[src/shared/lsp_pkg.sv]
// constants and types for the link speed power policy block
// Function
// - lpl off, no gigabit limit: negotiate highest speed both ends advertise.
// - reduced-speed procedure first tries link at 10 Mb/s regardless of autoneg.
// - on first failure widen advertisement up to partner's lowest speed, retry.
// - keep retrying until link is up or told to stop.
// - in partner-adapting step also enable parallel detection when needed.
// - crossover resolution runs during the first autoneg stage.
// - active, lpl off: highest speed; gigabit_disable drops 1000; outside bit ignored.
// - active, lpl on: procedure from software advertisement; gigabit_disable drops 1000.
// - not active, lpl off: highest speed; either disable bit drops 1000.
// - not active, lpl on: procedure from 10 Mb/s; either disable bit drops 1000.
// - active-state enable bit turns on reduced-speed linkup in active state.
// - outside active, keep link only for smbus, magic packet or pme; else disable.
// - reduced-speed bit at power-up loss state entry: advertise 10 only, link up.
// - reduced-speed bit, any non-active entry: advertise 10 only, link up.
// - non-active and autoneg needed with bit set: advertise 10 only, link up.
// - reduced-speed bit preloaded from nvm; latest written value is used.
// - restart autoneg when gigabit allowed/prohibited changes with power state.
// - outside bit set at gigabit on non-active entry: drop 1000, renegotiate.
package lsp_pkg;
  localparam int unsigned lsp_adv_w = 3;
  localparam logic [2:0] lsp_adv_10 = 3'h1;
  localparam logic [2:0] lsp_adv_100 = 3'h2;
  localparam logic [2:0] lsp_adv_1000 = 3'h4;
  localparam logic [2:0] lsp_adv_all = 3'h7;
  localparam logic [2:0] lsp_adv_rst = 3'h0;
  localparam int unsigned lsp_try_ns = 2000;
  localparam int unsigned lsp_clk_ns = 100;
  localparam logic [4:0] lsp_try_cyc = 5'((lsp_try_ns + lsp_clk_ns - 1) / lsp_clk_ns);
  typedef enum logic [3:0] {
    lsp_off_st = 4'h1,
    lsp_idle_st = 4'h2,
    lsp_first_st = 4'h4,
    lsp_adapt_st = 4'h8
  } lsp_state_e;
endpackage

[src/design/lsp_policy.sv]
// power-aware link speed policy top
`timescale 1ns/100ps
`default_nettype none
module lsp_policy (
  input wire logic clock,
  input wire logic rst_b,
  input wire logic fully_active_state,
  input wire logic power_good_loss_state,
  input wire logic reduced_speed_linkup,
  input wire logic active_state_reduced_speed_enable,
  input wire logic gigabit_disable,
  input wire logic gigabit_disable_outside_active,
  input wire logic [2:0] sw_advertise,
  input wire logic smbus_manage_en,
  input wire logic magic_packet_wake,
  input wire logic pme_enable,
  input wire logic stop_linkup,
  input wire logic link_up,
  input wire logic link_at_gigabit,
  input wire logic [2:0] partner_speeds,
  input wire logic partner_no_autoneg,
  output logic [2:0] advertise,
  output logic autoneg_restart,
  output logic parallel_detect_en,
  output logic crossover_resolve_en,
  output logic phy_enable,
  output logic linkup_stage2
);
  lsp_pkg::lsp_state_e state_r;
  lsp_pkg::lsp_state_e state_nxt;
  logic act_r;
  logic pgl_r;
  logic gig_ok_r;
  logic lpl_on_r;
  logic first_r;
  logic [2:0] adv_nxt;
  logic [2:0] base_adv;
  logic [2:0] cap;
  logic gig_ok;
  logic lpl_on;
  logic keep_link;
  logic restart_nxt;
  logic try_start;
  logic expired;
  logic in_idle;
  logic in_first;
  logic in_adapt;
  logic enter_first;
  logic enter_adapt;
  logic retry_due;
  logic drop_gig;
  logic pgl_entry;
  logic state_flip;
  logic lpl_flip;
  logic gig_flip;

  // speeds from 10 up to the lowest one the partner supports
  function automatic logic [2:0] widen(input logic [2:0] p);
    if (p[0]) begin
      widen = lsp_pkg::lsp_adv_10;
    end else if (p[1]) begin
      widen = lsp_pkg::lsp_adv_10 | lsp_pkg::lsp_adv_100;
    end else begin
      widen = lsp_pkg::lsp_adv_all;
    end
  endfunction

  // state test shared by the decoders
  function automatic logic is_state(
    input lsp_pkg::lsp_state_e s,
    input lsp_pkg::lsp_state_e t
  );
    is_state = (s == t);
  endfunction

  // a try ends on link, on a stop command or when the feature is off
  function automatic logic try_done(
    input logic up,
    input logic stop,
    input logic on
  );
    try_done = up || stop || !on;
  endfunction

  lsp_try_timer lsp_try_timer_inst (
    .clock(clock),
    .rst_b(rst_b),
    .start(try_start),
    .expired(expired)
  );

  // gigabit permission per power state
  assign gig_ok = fully_active_state ? !gigabit_disable
                  : !(gigabit_disable || gigabit_disable_outside_active);

  assign cap = gig_ok ? lsp_pkg::lsp_adv_all
               : (lsp_pkg::lsp_adv_10 | lsp_pkg::lsp_adv_100);

  // active uses dedicated enable, others the nvm-loaded live bit
  assign lpl_on = fully_active_state ? active_state_reduced_speed_enable
                  : reduced_speed_linkup;

  // outside active, link only when a client needs it
  assign keep_link = fully_active_state || smbus_manage_en || magic_packet_wake
                     || pme_enable;

  // starting point: software value when active, 10 only otherwise
  assign base_adv = fully_active_state ? sw_advertise
                    : lsp_pkg::lsp_adv_10;

  assign in_idle = is_state(state_r, lsp_pkg::lsp_idle_st);
  assign in_first = is_state(state_r, lsp_pkg::lsp_first_st);
  assign in_adapt = is_state(state_r, lsp_pkg::lsp_adapt_st);

  always_ff @(posedge clock or negedge rst_b) begin
    if (!rst_b) begin
      act_r <= 1'b0;
    end else begin
      act_r <= fully_active_state;
    end
  end

  always_ff @(posedge clock or negedge rst_b) begin
    if (!rst_b) begin
      pgl_r <= 1'b0;
    end else begin
      pgl_r <= power_good_loss_state;
    end
  end

  always_ff @(posedge clock or negedge rst_b) begin
    if (!rst_b) begin
      gig_ok_r <= 1'b0;
    end else begin
      gig_ok_r <= gig_ok;
    end
  end

  always_ff @(posedge clock or negedge rst_b) begin
    if (!rst_b) begin
      lpl_on_r <= 1'b0;
    end else begin
      lpl_on_r <= lpl_on;
    end
  end

  // only the first power-good-loss entry after power-up counts
  always_ff @(posedge clock or negedge rst_b) begin
    if (!rst_b) begin
      first_r <= 1'b1;
    end else if (pgl_r) begin
      first_r <= 1'b0;
    end
  end

  always_comb begin
    state_nxt = state_r;
    case (state_r)
      lsp_pkg::lsp_off_st: begin
        if (keep_link) begin
          state_nxt = lsp_pkg::lsp_idle_st;
        end
      end
      lsp_pkg::lsp_idle_st: begin
        if (!keep_link) begin
          state_nxt = lsp_pkg::lsp_off_st;
        end else if (lpl_on && !link_up && !stop_linkup) begin
          state_nxt = lsp_pkg::lsp_first_st;
        end
      end
      lsp_pkg::lsp_first_st: begin
        if (!keep_link) begin
          state_nxt = lsp_pkg::lsp_off_st;
        end else if (try_done(link_up, stop_linkup, lpl_on)) begin
          state_nxt = lsp_pkg::lsp_idle_st;
        end else if (expired) begin
          state_nxt = lsp_pkg::lsp_adapt_st;
        end
      end
      lsp_pkg::lsp_adapt_st: begin
        if (!keep_link) begin
          state_nxt = lsp_pkg::lsp_off_st;
        end else if (try_done(link_up, stop_linkup, lpl_on)) begin
          state_nxt = lsp_pkg::lsp_idle_st;
        end
      end
      default: begin
        state_nxt = lsp_pkg::lsp_off_st;
      end
    endcase
  end

  always_ff @(posedge clock or negedge rst_b) begin
    if (!rst_b) begin
      state_r <= lsp_pkg::lsp_off_st;
    end else begin
      state_r <= state_nxt;
    end
  end

  // a fresh try when a stage begins or an adapt try times out
  assign enter_first = is_state(state_nxt, lsp_pkg::lsp_first_st) && !in_first;
  assign enter_adapt = in_first && is_state(state_nxt, lsp_pkg::lsp_adapt_st);
  assign retry_due = in_adapt && expired;
  assign try_start = enter_first || enter_adapt || retry_due;

  always_comb begin
    adv_nxt = lsp_pkg::lsp_adv_rst;
    case (state_r)
      lsp_pkg::lsp_first_st: begin
        adv_nxt = lsp_pkg::lsp_adv_10;
      end
      lsp_pkg::lsp_adapt_st: begin
        adv_nxt = (base_adv | widen(partner_speeds)) & cap;
      end
      lsp_pkg::lsp_idle_st: begin
        adv_nxt = (lpl_on ? base_adv : sw_advertise) & cap;
      end
      default: begin
        adv_nxt = lsp_pkg::lsp_adv_rst;
      end
    endcase
  end

  // restart causes: permission or lpl change, state change with lpl, gigabit drop, first power-good-loss entry, a try
  assign gig_flip = (gig_ok != gig_ok_r);
  assign lpl_flip = (lpl_on != lpl_on_r);
  assign state_flip = (fully_active_state != act_r) && lpl_on;
  assign drop_gig = !fully_active_state && act_r && gigabit_disable_outside_active
                    && link_at_gigabit;
  assign pgl_entry = power_good_loss_state && !pgl_r && first_r;
  assign restart_nxt = gig_flip || lpl_flip || state_flip || drop_gig || pgl_entry
                       || try_start;

  always_ff @(posedge clock or negedge rst_b) begin
    if (!rst_b) begin
      advertise <= lsp_pkg::lsp_adv_rst;
    end else begin
      advertise <= adv_nxt;
    end
  end

  always_ff @(posedge clock or negedge rst_b) begin
    if (!rst_b) begin
      autoneg_restart <= 1'b0;
    end else begin
      autoneg_restart <= restart_nxt && keep_link;
    end
  end

  always_ff @(posedge clock or negedge rst_b) begin
    if (!rst_b) begin
      parallel_detect_en <= 1'b0;
    end else begin
      parallel_detect_en <= in_adapt && partner_no_autoneg;
    end
  end

  always_ff @(posedge clock or negedge rst_b) begin
    if (!rst_b) begin
      crossover_resolve_en <= 1'b0;
    end else begin
      crossover_resolve_en <= in_first || (in_idle && !lpl_on);
    end
  end

  always_ff @(posedge clock or negedge rst_b) begin
    if (!rst_b) begin
      phy_enable <= 1'b0;
    end else begin
      phy_enable <= keep_link;
    end
  end

  always_ff @(posedge clock or negedge rst_b) begin
    if (!rst_b) begin
      linkup_stage2 <= 1'b0;
    end else begin
      linkup_stage2 <= in_adapt;
    end
  end

endmodule // lsp_policy
`default_nettype wire

[src/design/lsp_try_timer.sv]
// attempt timer for one link-up try
`timescale 1ns/100ps
`default_nettype none
module lsp_try_timer (
  input wire logic clock,
  input wire logic rst_b,
  input wire logic start,
  output logic expired
);
  logic [4:0] cnt_r;
  always_ff @(posedge clock or negedge rst_b) begin
    if (!rst_b) begin
      cnt_r <= 5'h0;
    end else if (start) begin
      cnt_r <= lsp_pkg::lsp_try_cyc;
    end else if (cnt_r != 5'h0) begin
      cnt_r <= cnt_r - 5'h1;
    end
  end
  assign expired = (cnt_r == 5'h1);
endmodule // lsp_try_timer
`default_nettype wire

[config.mk]
export PLATFORM = sky130hd
export DESIGN_NAME = lsp_policy
export DESIGN_NICKNAME = d
export VERILOG_FILES = /design/src/shared/lsp_pkg.sv /design/src/design/lsp_policy.sv /design/src/design/lsp_try_timer.sv
export SDC_FILE = /design/constraint.sdc
export NUM_CORES = 1
export LEC_CHECK = 0
export BUFFER_PORTS_ARGS = -buffer_cell sky130_fd_sc_hd__buf_4
export CORE_MARGIN = 10
export CORE_UTILIZATION = 55
export DETAILED_ROUTE_END_ITERATION = 10
export GPL_TIMING_DRIVEN = 0
export PLACE_DENSITY = 0.82
export SETUP_SLACK_MARGIN = 0.4
export SYNTH_ARGS = -nofsm -noshare
export SYNTH_HDL_FRONTEND = slang
export SYNTH_SLANG_ARGS = --single-unit
[constraint.sdc]
create_clock -name clock -period 3.5 [get_ports clock]
set_input_delay 0.35 -clock clock [delete_from_list [all_inputs] [get_ports clock]]
set_output_delay 0.35 -clock clock [all_outputs]
set_load 0.01 [all_outputs]
=== Yosys cells after proc, flatten, opt, wreduce, memory -nomap -nowiden ===
Cells that the tools add are included.

* Add/sub/neg operators: 1
* Multipliers: 0
* Divide/modulo/power cells: 0
* Order comparisons: 0
* Equality and inequality tests: 10
* Shifts and indexed selects: 0
* Multiplexer cells: 20
* Bitwise logic cells: 3
* Reductions and logical operators: 38

{| class="wikitable"
|+ Operators by type and width
! operator !! count
|-
| $mux W4 || 8
|-
| $mux W3 || 6
|-
| $pmux W4 S4 || 1
|-
| $logic_and A1 B1 Y1 || 14
|-
| $logic_or A1 B1 Y1 || 14
|-
| $mux W5 || 2
|-
| $pmux W3 S3 || 1
|-
| $eq A4 B3 Y1 const B || 2
|-
| $eq A4 B4 Y1 const B || 2
|-
| $logic_not A1 Y1 || 8
|-
| $and A3 B3 Y3 || 2
|-
| $eq A5 B1 Y1 const B || 1
|-
| $reduce_bool A5 Y1 || 1
|-
| $sub A5 B1 Y5 const B || 1
|-
| $eq A4 B1 Y1 const B || 1
|-
| $eq A4 B2 Y1 const B || 1
|-
| $ne A1 B1 Y1 || 3
|-
| $or A3 B3 Y3 || 1
|-
| $mux W1 || 2
|-
| $reduce_bool A2 Y1 || 1
|}

* Bits in registers: 22
* Bits in latches: 0
* Memory bits (writable): 0
* ROM bits: 0
* Bits of input ports: 21
* Output and inout port bits: 8
* Logic and storage cells: 85
* Memories kept: 0

=== Logic depth before layout (Yosys ltp) ===
* Depth in word-level cells: 12
* Mapped depth: 7

=== Hierarchy ===
Synthesis repeated with hierarchy kept, for this count alone.

* Cell total of the unflattened synthesis: 116
* Area total of the unflattened synthesis: 1,146.1 sq um

{| class="wikitable"
|+ By module, submodules not included
! module !! times used !! cells each !! area each (sq um) !! sequential area each (sq um)
|-
| lsp_policy || 1 || 90 || 877.1 || 427.9
|-
| lsp_try_timer || 1 || 26 || 269.0 || 125.1
|}

=== Worst setup path before layout ===
OpenSTA, ideal clock, no wires.

* Path type: input port to flip-flop
* Start: input fully_active_state
* End: register autoneg_restart
* Library setup time: 124 ps
* Data arrival time: 1,456 ps
* Data required time: 3,376 ps
* Slack: 1,920 ps
* Cell stages on the path: 5
* Cells stage by stage: or4_4 -> buf_6 -> nand4_4 -> o22ai_4 -> o31a_1

* Elaborated cells on any way between the ends: 37

{| class="wikitable"
|+ RTL lines
! item !! RTL line !! text
|-
| from (decl) || lsp_policy.sv:7 || <nowiki>input wire logic fully_active_state,</nowiki>
|-
| $logic_or A1 B1 Y1 (*) (2 in series) || lsp_policy.sv:104 || <nowiki>assign keep_link = fully_active_state || smbus_manage_en || magic_packet_wake</nowiki>
|-
| $logic_or A1 B1 Y1 (*) || lsp_policy.sv:105 || <nowiki>|| pme_enable;</nowiki>
|-
| named net keep_link || lsp_policy.sv:41 || <nowiki>logic keep_link;</nowiki>
|-
| $mux W4, on equally long branches || -- ||
|-
| $pmux W4 S4 || lsp_policy.sv:158 || <nowiki>case (state_r)</nowiki>
|-
| $eq A4 B3 Y1 / $eq A4 B4 Y1 (equally long branches) || lsp_policy.sv:73 || <nowiki>is_state = (s == t);</nowiki>
|-
| $logic_and A1 B1 Y1, on equally long branches || lsp_policy.sv:202, lsp_policy.sv:203 ||
|-
| $logic_or A1 B1 Y1 (2 in series) || lsp_policy.sv:205 || <nowiki>assign try_start = enter_first || enter_adapt || retry_due;</nowiki>
|-
| $logic_or A1 B1 Y1 || lsp_policy.sv:233 || <nowiki>|| try_start;</nowiki>
|-
| $logic_and A1 B1 Y1 (*) || lsp_policy.sv:247 || <nowiki>autoneg_restart <= restart_nxt && keep_link;</nowiki>
|-
| to (signal assigned) || lsp_policy.sv:247 ||
|-
| to (decl) || lsp_policy.sv:23 || <nowiki>output logic autoneg_restart,</nowiki>
|}

The timed path passes the listed nets; every way through them passes the cells marked *.
A chain may end at the register's enable or synchronous reset.

=== Final worst setup path ===
* Start: register state_r[2]
* End: register advertise[2]

* Word-level cells in the longest chain between the ends: 2
* Elaborated cells on any way between the ends: 4

{| class="wikitable"
|+ Ends and longest elaborated chain
! item !! RTL line !! text
|-
| from (decl) || lsp_policy.sv:29 || <nowiki>lsp_pkg::lsp_state_e state_r;</nowiki>
|-
| from (signal assigned) || lsp_policy.sv:195 || <nowiki>state_r <= lsp_pkg::lsp_off_st;</nowiki>
|-
| from (signal assigned) || lsp_policy.sv:197 || <nowiki>state_r <= state_nxt;</nowiki>
|-
| $eq A4 B2 Y1, or another cell as far along || lsp_policy.sv:209 || <nowiki>case (state_r)</nowiki>
|-
| $pmux W3 S3 (*) || lsp_policy.sv:209 ||
|-
| named net adv_nxt[2] || lsp_policy.sv:36 || <nowiki>logic [2:0] adv_nxt;</nowiki>
|-
| to (signal assigned) || lsp_policy.sv:237 || <nowiki>advertise <= lsp_pkg::lsp_adv_rst;</nowiki>
|-
| to (signal assigned) || lsp_policy.sv:239 || <nowiki>advertise <= adv_nxt;</nowiki>
|-
| to (decl) || lsp_policy.sv:22 || <nowiki>output logic [2:0] advertise,</nowiki>
|}

Marks and branches as above.

==> impl_metrics.yaml <==
routing:
  wl_um: 2380
  firstDrtPassIters: 4
  viasPerCell: 5.32
  route.detailed.drc: 0
  detail_route.iter0.violations: 29
  postRouteAntennaNets: 0
  vias: 889
  wl_per_cell_um: 14.2
timing:
  finalHoldViolCount: 0
  rsz0062_at_grt: "false"
  relSlewSlack_pct: 42.3
  slew_violations: 0
  timing.final.crit_share_pct: 54.8
  fmax_mhz: 522
  min_period_ps: 1920
  setup_violations: 0
  tns_ps: 0
  skew_ps: 1.16
  tightestPinTransition_ps: 853
floorplanning:
  dieArea_mm2: 0.00426
  die_w_um: 65.3
  boundaryPins: 29
  num_rows: 16
  coreArea_mm2: 0.00196
  start_util_pct: 57.4
  die-height_um: 65.3
yosys:
  synth_seq_cells: 22
  synth_edf_count: 0
  syn_area_mm2: 0.00113
  ys.flop_type: "dfrtp_1"
  async_reset_ff_share_pct: 100
  ys_types: 39
  synth_fp_nets: 134
  syn-instance-count: 109
  yosysWarnings: 0
  yosysSeqAreaShare_pct: 49.1
  syn_avg_cell_area_um2: 10.3
hold_path:
  hp-class: "input port to flip-flop"
clock_tree:
  cts.sinks: 22
  clk_latency_ps: 290
  clk_pin_slew_ps: 110
  htreeDepth: 1
  cts_setup_buffers: 0
  cts_tree: "yes"
  clockRootBuffer: "clkbuf_4"
  cts_buffers: 3
  cts_resized: 0
  ctsHoldBuffers: 1
  clock_path_buffers: 2
final_layout:
  final_area_mm2: 0.00140
  seq_area_um2: 553
  multi_input_area_um2: 514
  drive_gt1_share_pct: 30.7
  final_nets: 167
  antennaDiodeCount: 0
  fill_cells: 157
  area_growth_pct: 23.9
worst_setup_path:
  crit_slowest_cell: "nor4b_1"
  timing.critical_path.cells: "clkbuf_1 -> nor4b_1 -> nor2b_1 -> o21ai_0 -> a21oi_1"
  critPathLaunchType: "flip-flop"
  path_delay_family: "simple AND/OR/NAND/NOR gates"
  crit_required_ps: 3720
  path_buf_inv: 1
  worst_setup_path_end_kind: "flip-flop"
  crit_arrival_ps: 2140
  critPathKind: "flip-flop to flip-flop"
  cp_max_fo: 10
  critPathMaxStageDelay_ps: 790
place:
  placed_area_mm2: 0.00136
  numPortBuffers: 27
  place_hpwl_um: 1940
  place.gp.congestion: 0.805
power_and_ir_drop:
  vdd_drop_max_uv: 399
  power.leakage_nw: 0.650
  p_per_area_mw_per_mm2: 570
flow_run:
  maxCapViolCount: 0
grt:
  gr-total-overflow: 0
  antenna_found_initial: 0
  grt_start_max_net_pins: 23
  grt_pass1_wl_um: 3990
  grt_use_total_pct: 11.6
  grt_pass1_vias: 897
run_status:
  status: "finished clean"
[metrics by stage]
stage / cells / worst slack, ps / hold slack, ps / util, % / total power, mW
2_1_floorplan: 109 / 1920 / 54.4 / - / 0.591
3_3_place_gp: 163 / 1730 / 250 / 69.5 / 0.668
3_5_place_dp: 163 / 1720 / 250 / 69.5 / 0.690
4_1_cts: 167 / 1670 / 163 / 71.1 / 0.798
5_1_grt: 167 / 1450 / 158 / 71.1 / 0.857
6_report: 167 / 1580 / 171 / 71.1 / 0.795
[final cells by class]
type	count	area share [%]
flip-flops and latches	22	39.6
multi-input cells	74	36.9
repair buffers	28	15.2
well taps	27	2.42
inverters	8	2.15
plain buffers	5	2.06
clock buffers	3	1.61
[cells in the mapped netlist, drive strengths merged (2+ instances only)]
| master | n | area share (%) |
|---|---|---|
| clkbuf | 2 | 0.67 |
| dfrtp | 20 | 44 |
| nor4b | 3 | 2.3 |
| nor2 | 12 | 4.0 |
| or4 | 2 | 2.0 |
| o21a | 2 | 1.3 |
| a211oi | 2 | 1.3 |
| or3 | 2 | 1.1 |
| dfstp | 2 | 4.7 |
| xor2 | 2 | 1.6 |
| nor2b | 7 | 3.9 |
| buf | 3 | 1.9 |
| a21oi | 8 | 3.9 |
| ha | 4 | 4.4 |
| nand2 | 2 | 0.67 |
| a211o | 2 | 1.6 |
| o21ai | 8 | 3.6 |
| inv | 8 | 2.7 |
| nor3 | 2 | 0.89 |
[layer usage]
metal	share of wire, %	GRT usage, %
met1	42	13.4
met2	53	19.8
met3	4.8	3.56
met4	0.46	4.01
met5	0	0
[layout by cell type (no fill, tap or decap), types with 2 or more instances in the layout]
cell type / count
clkbuf_1: 2
ha_1: 4
a21oi_1: 7
xor2_1: 2
o21ai_0: 7
nor2b_1: 7
buf_2: 2
or4_4: 2
clkbuf_4: 3
a211oi_1: 2
or3_1: 2
o21a_1: 2
dfstp_2: 2
inv_2: 2
nor2_1: 12
buf_4: 27
nor3_1: 2
dfrtp_1: 20
a211o_1: 2
nor4b_1: 3
nand2_1: 2
inv_1: 6
[final timing paths]
check                                      startpoint                     endpoint  slack, ps  cells past startpoint
worst max-delay path                       state_r[2]                 advertise[2]       1580                      5
worst min-delay path            power_good_loss_state                        pgl_r        170                      1
worst max register to register             state_r[2]                 advertise[2]       1580                      5
worst min register to register                  pgl_r                      first_r        390                      1
max in group asynchronous                       rst_b                   state_r[0]       2760                      2
min in group asynchronous                       rst_b  lsp_try_timer_inst.cnt_r[3]        460                      2
[cell families (layout without fill, tap and decap cells)]
| group | after synthesis | in the layout | synth area share [%] |
|---|---|---|---|
| mux | 1 | 1 | 1.00 |
| xor+xnor | 3 | 3 | 2.33 |
| flops | 22 | 22 | 49.1 |
| compound gates | 29 | 29 | 17.8 |
| fa+ha+maj | 4 | 4 | 4.44 |
| buf+inv | 13 | 44 | 5.22 |
| simple gates | 37 | 37 | 20.1 |
[power breakdown]
part           internal [mW]  switching [mW]  total, mW
Clock                 0.0400          0.0672      0.107
Combinational          0.149           0.183      0.332
Sequential             0.315          0.0410      0.356
[flip-flops by register name (all words and copies together) (netlist names)]
signal and flops:
linkup_stage2 1, act_r 1, first_r 1, autoneg_restart 1
phy_enable 1, advertise 3, crossover_resolve_en 1, state_r 4
lpl_on_r 1, gig_ok_r 1, lsp_try_timer_inst.cnt_r 5, pgl_r 1
parallel_detect_en 1
(Power assumes the default switching activity.)
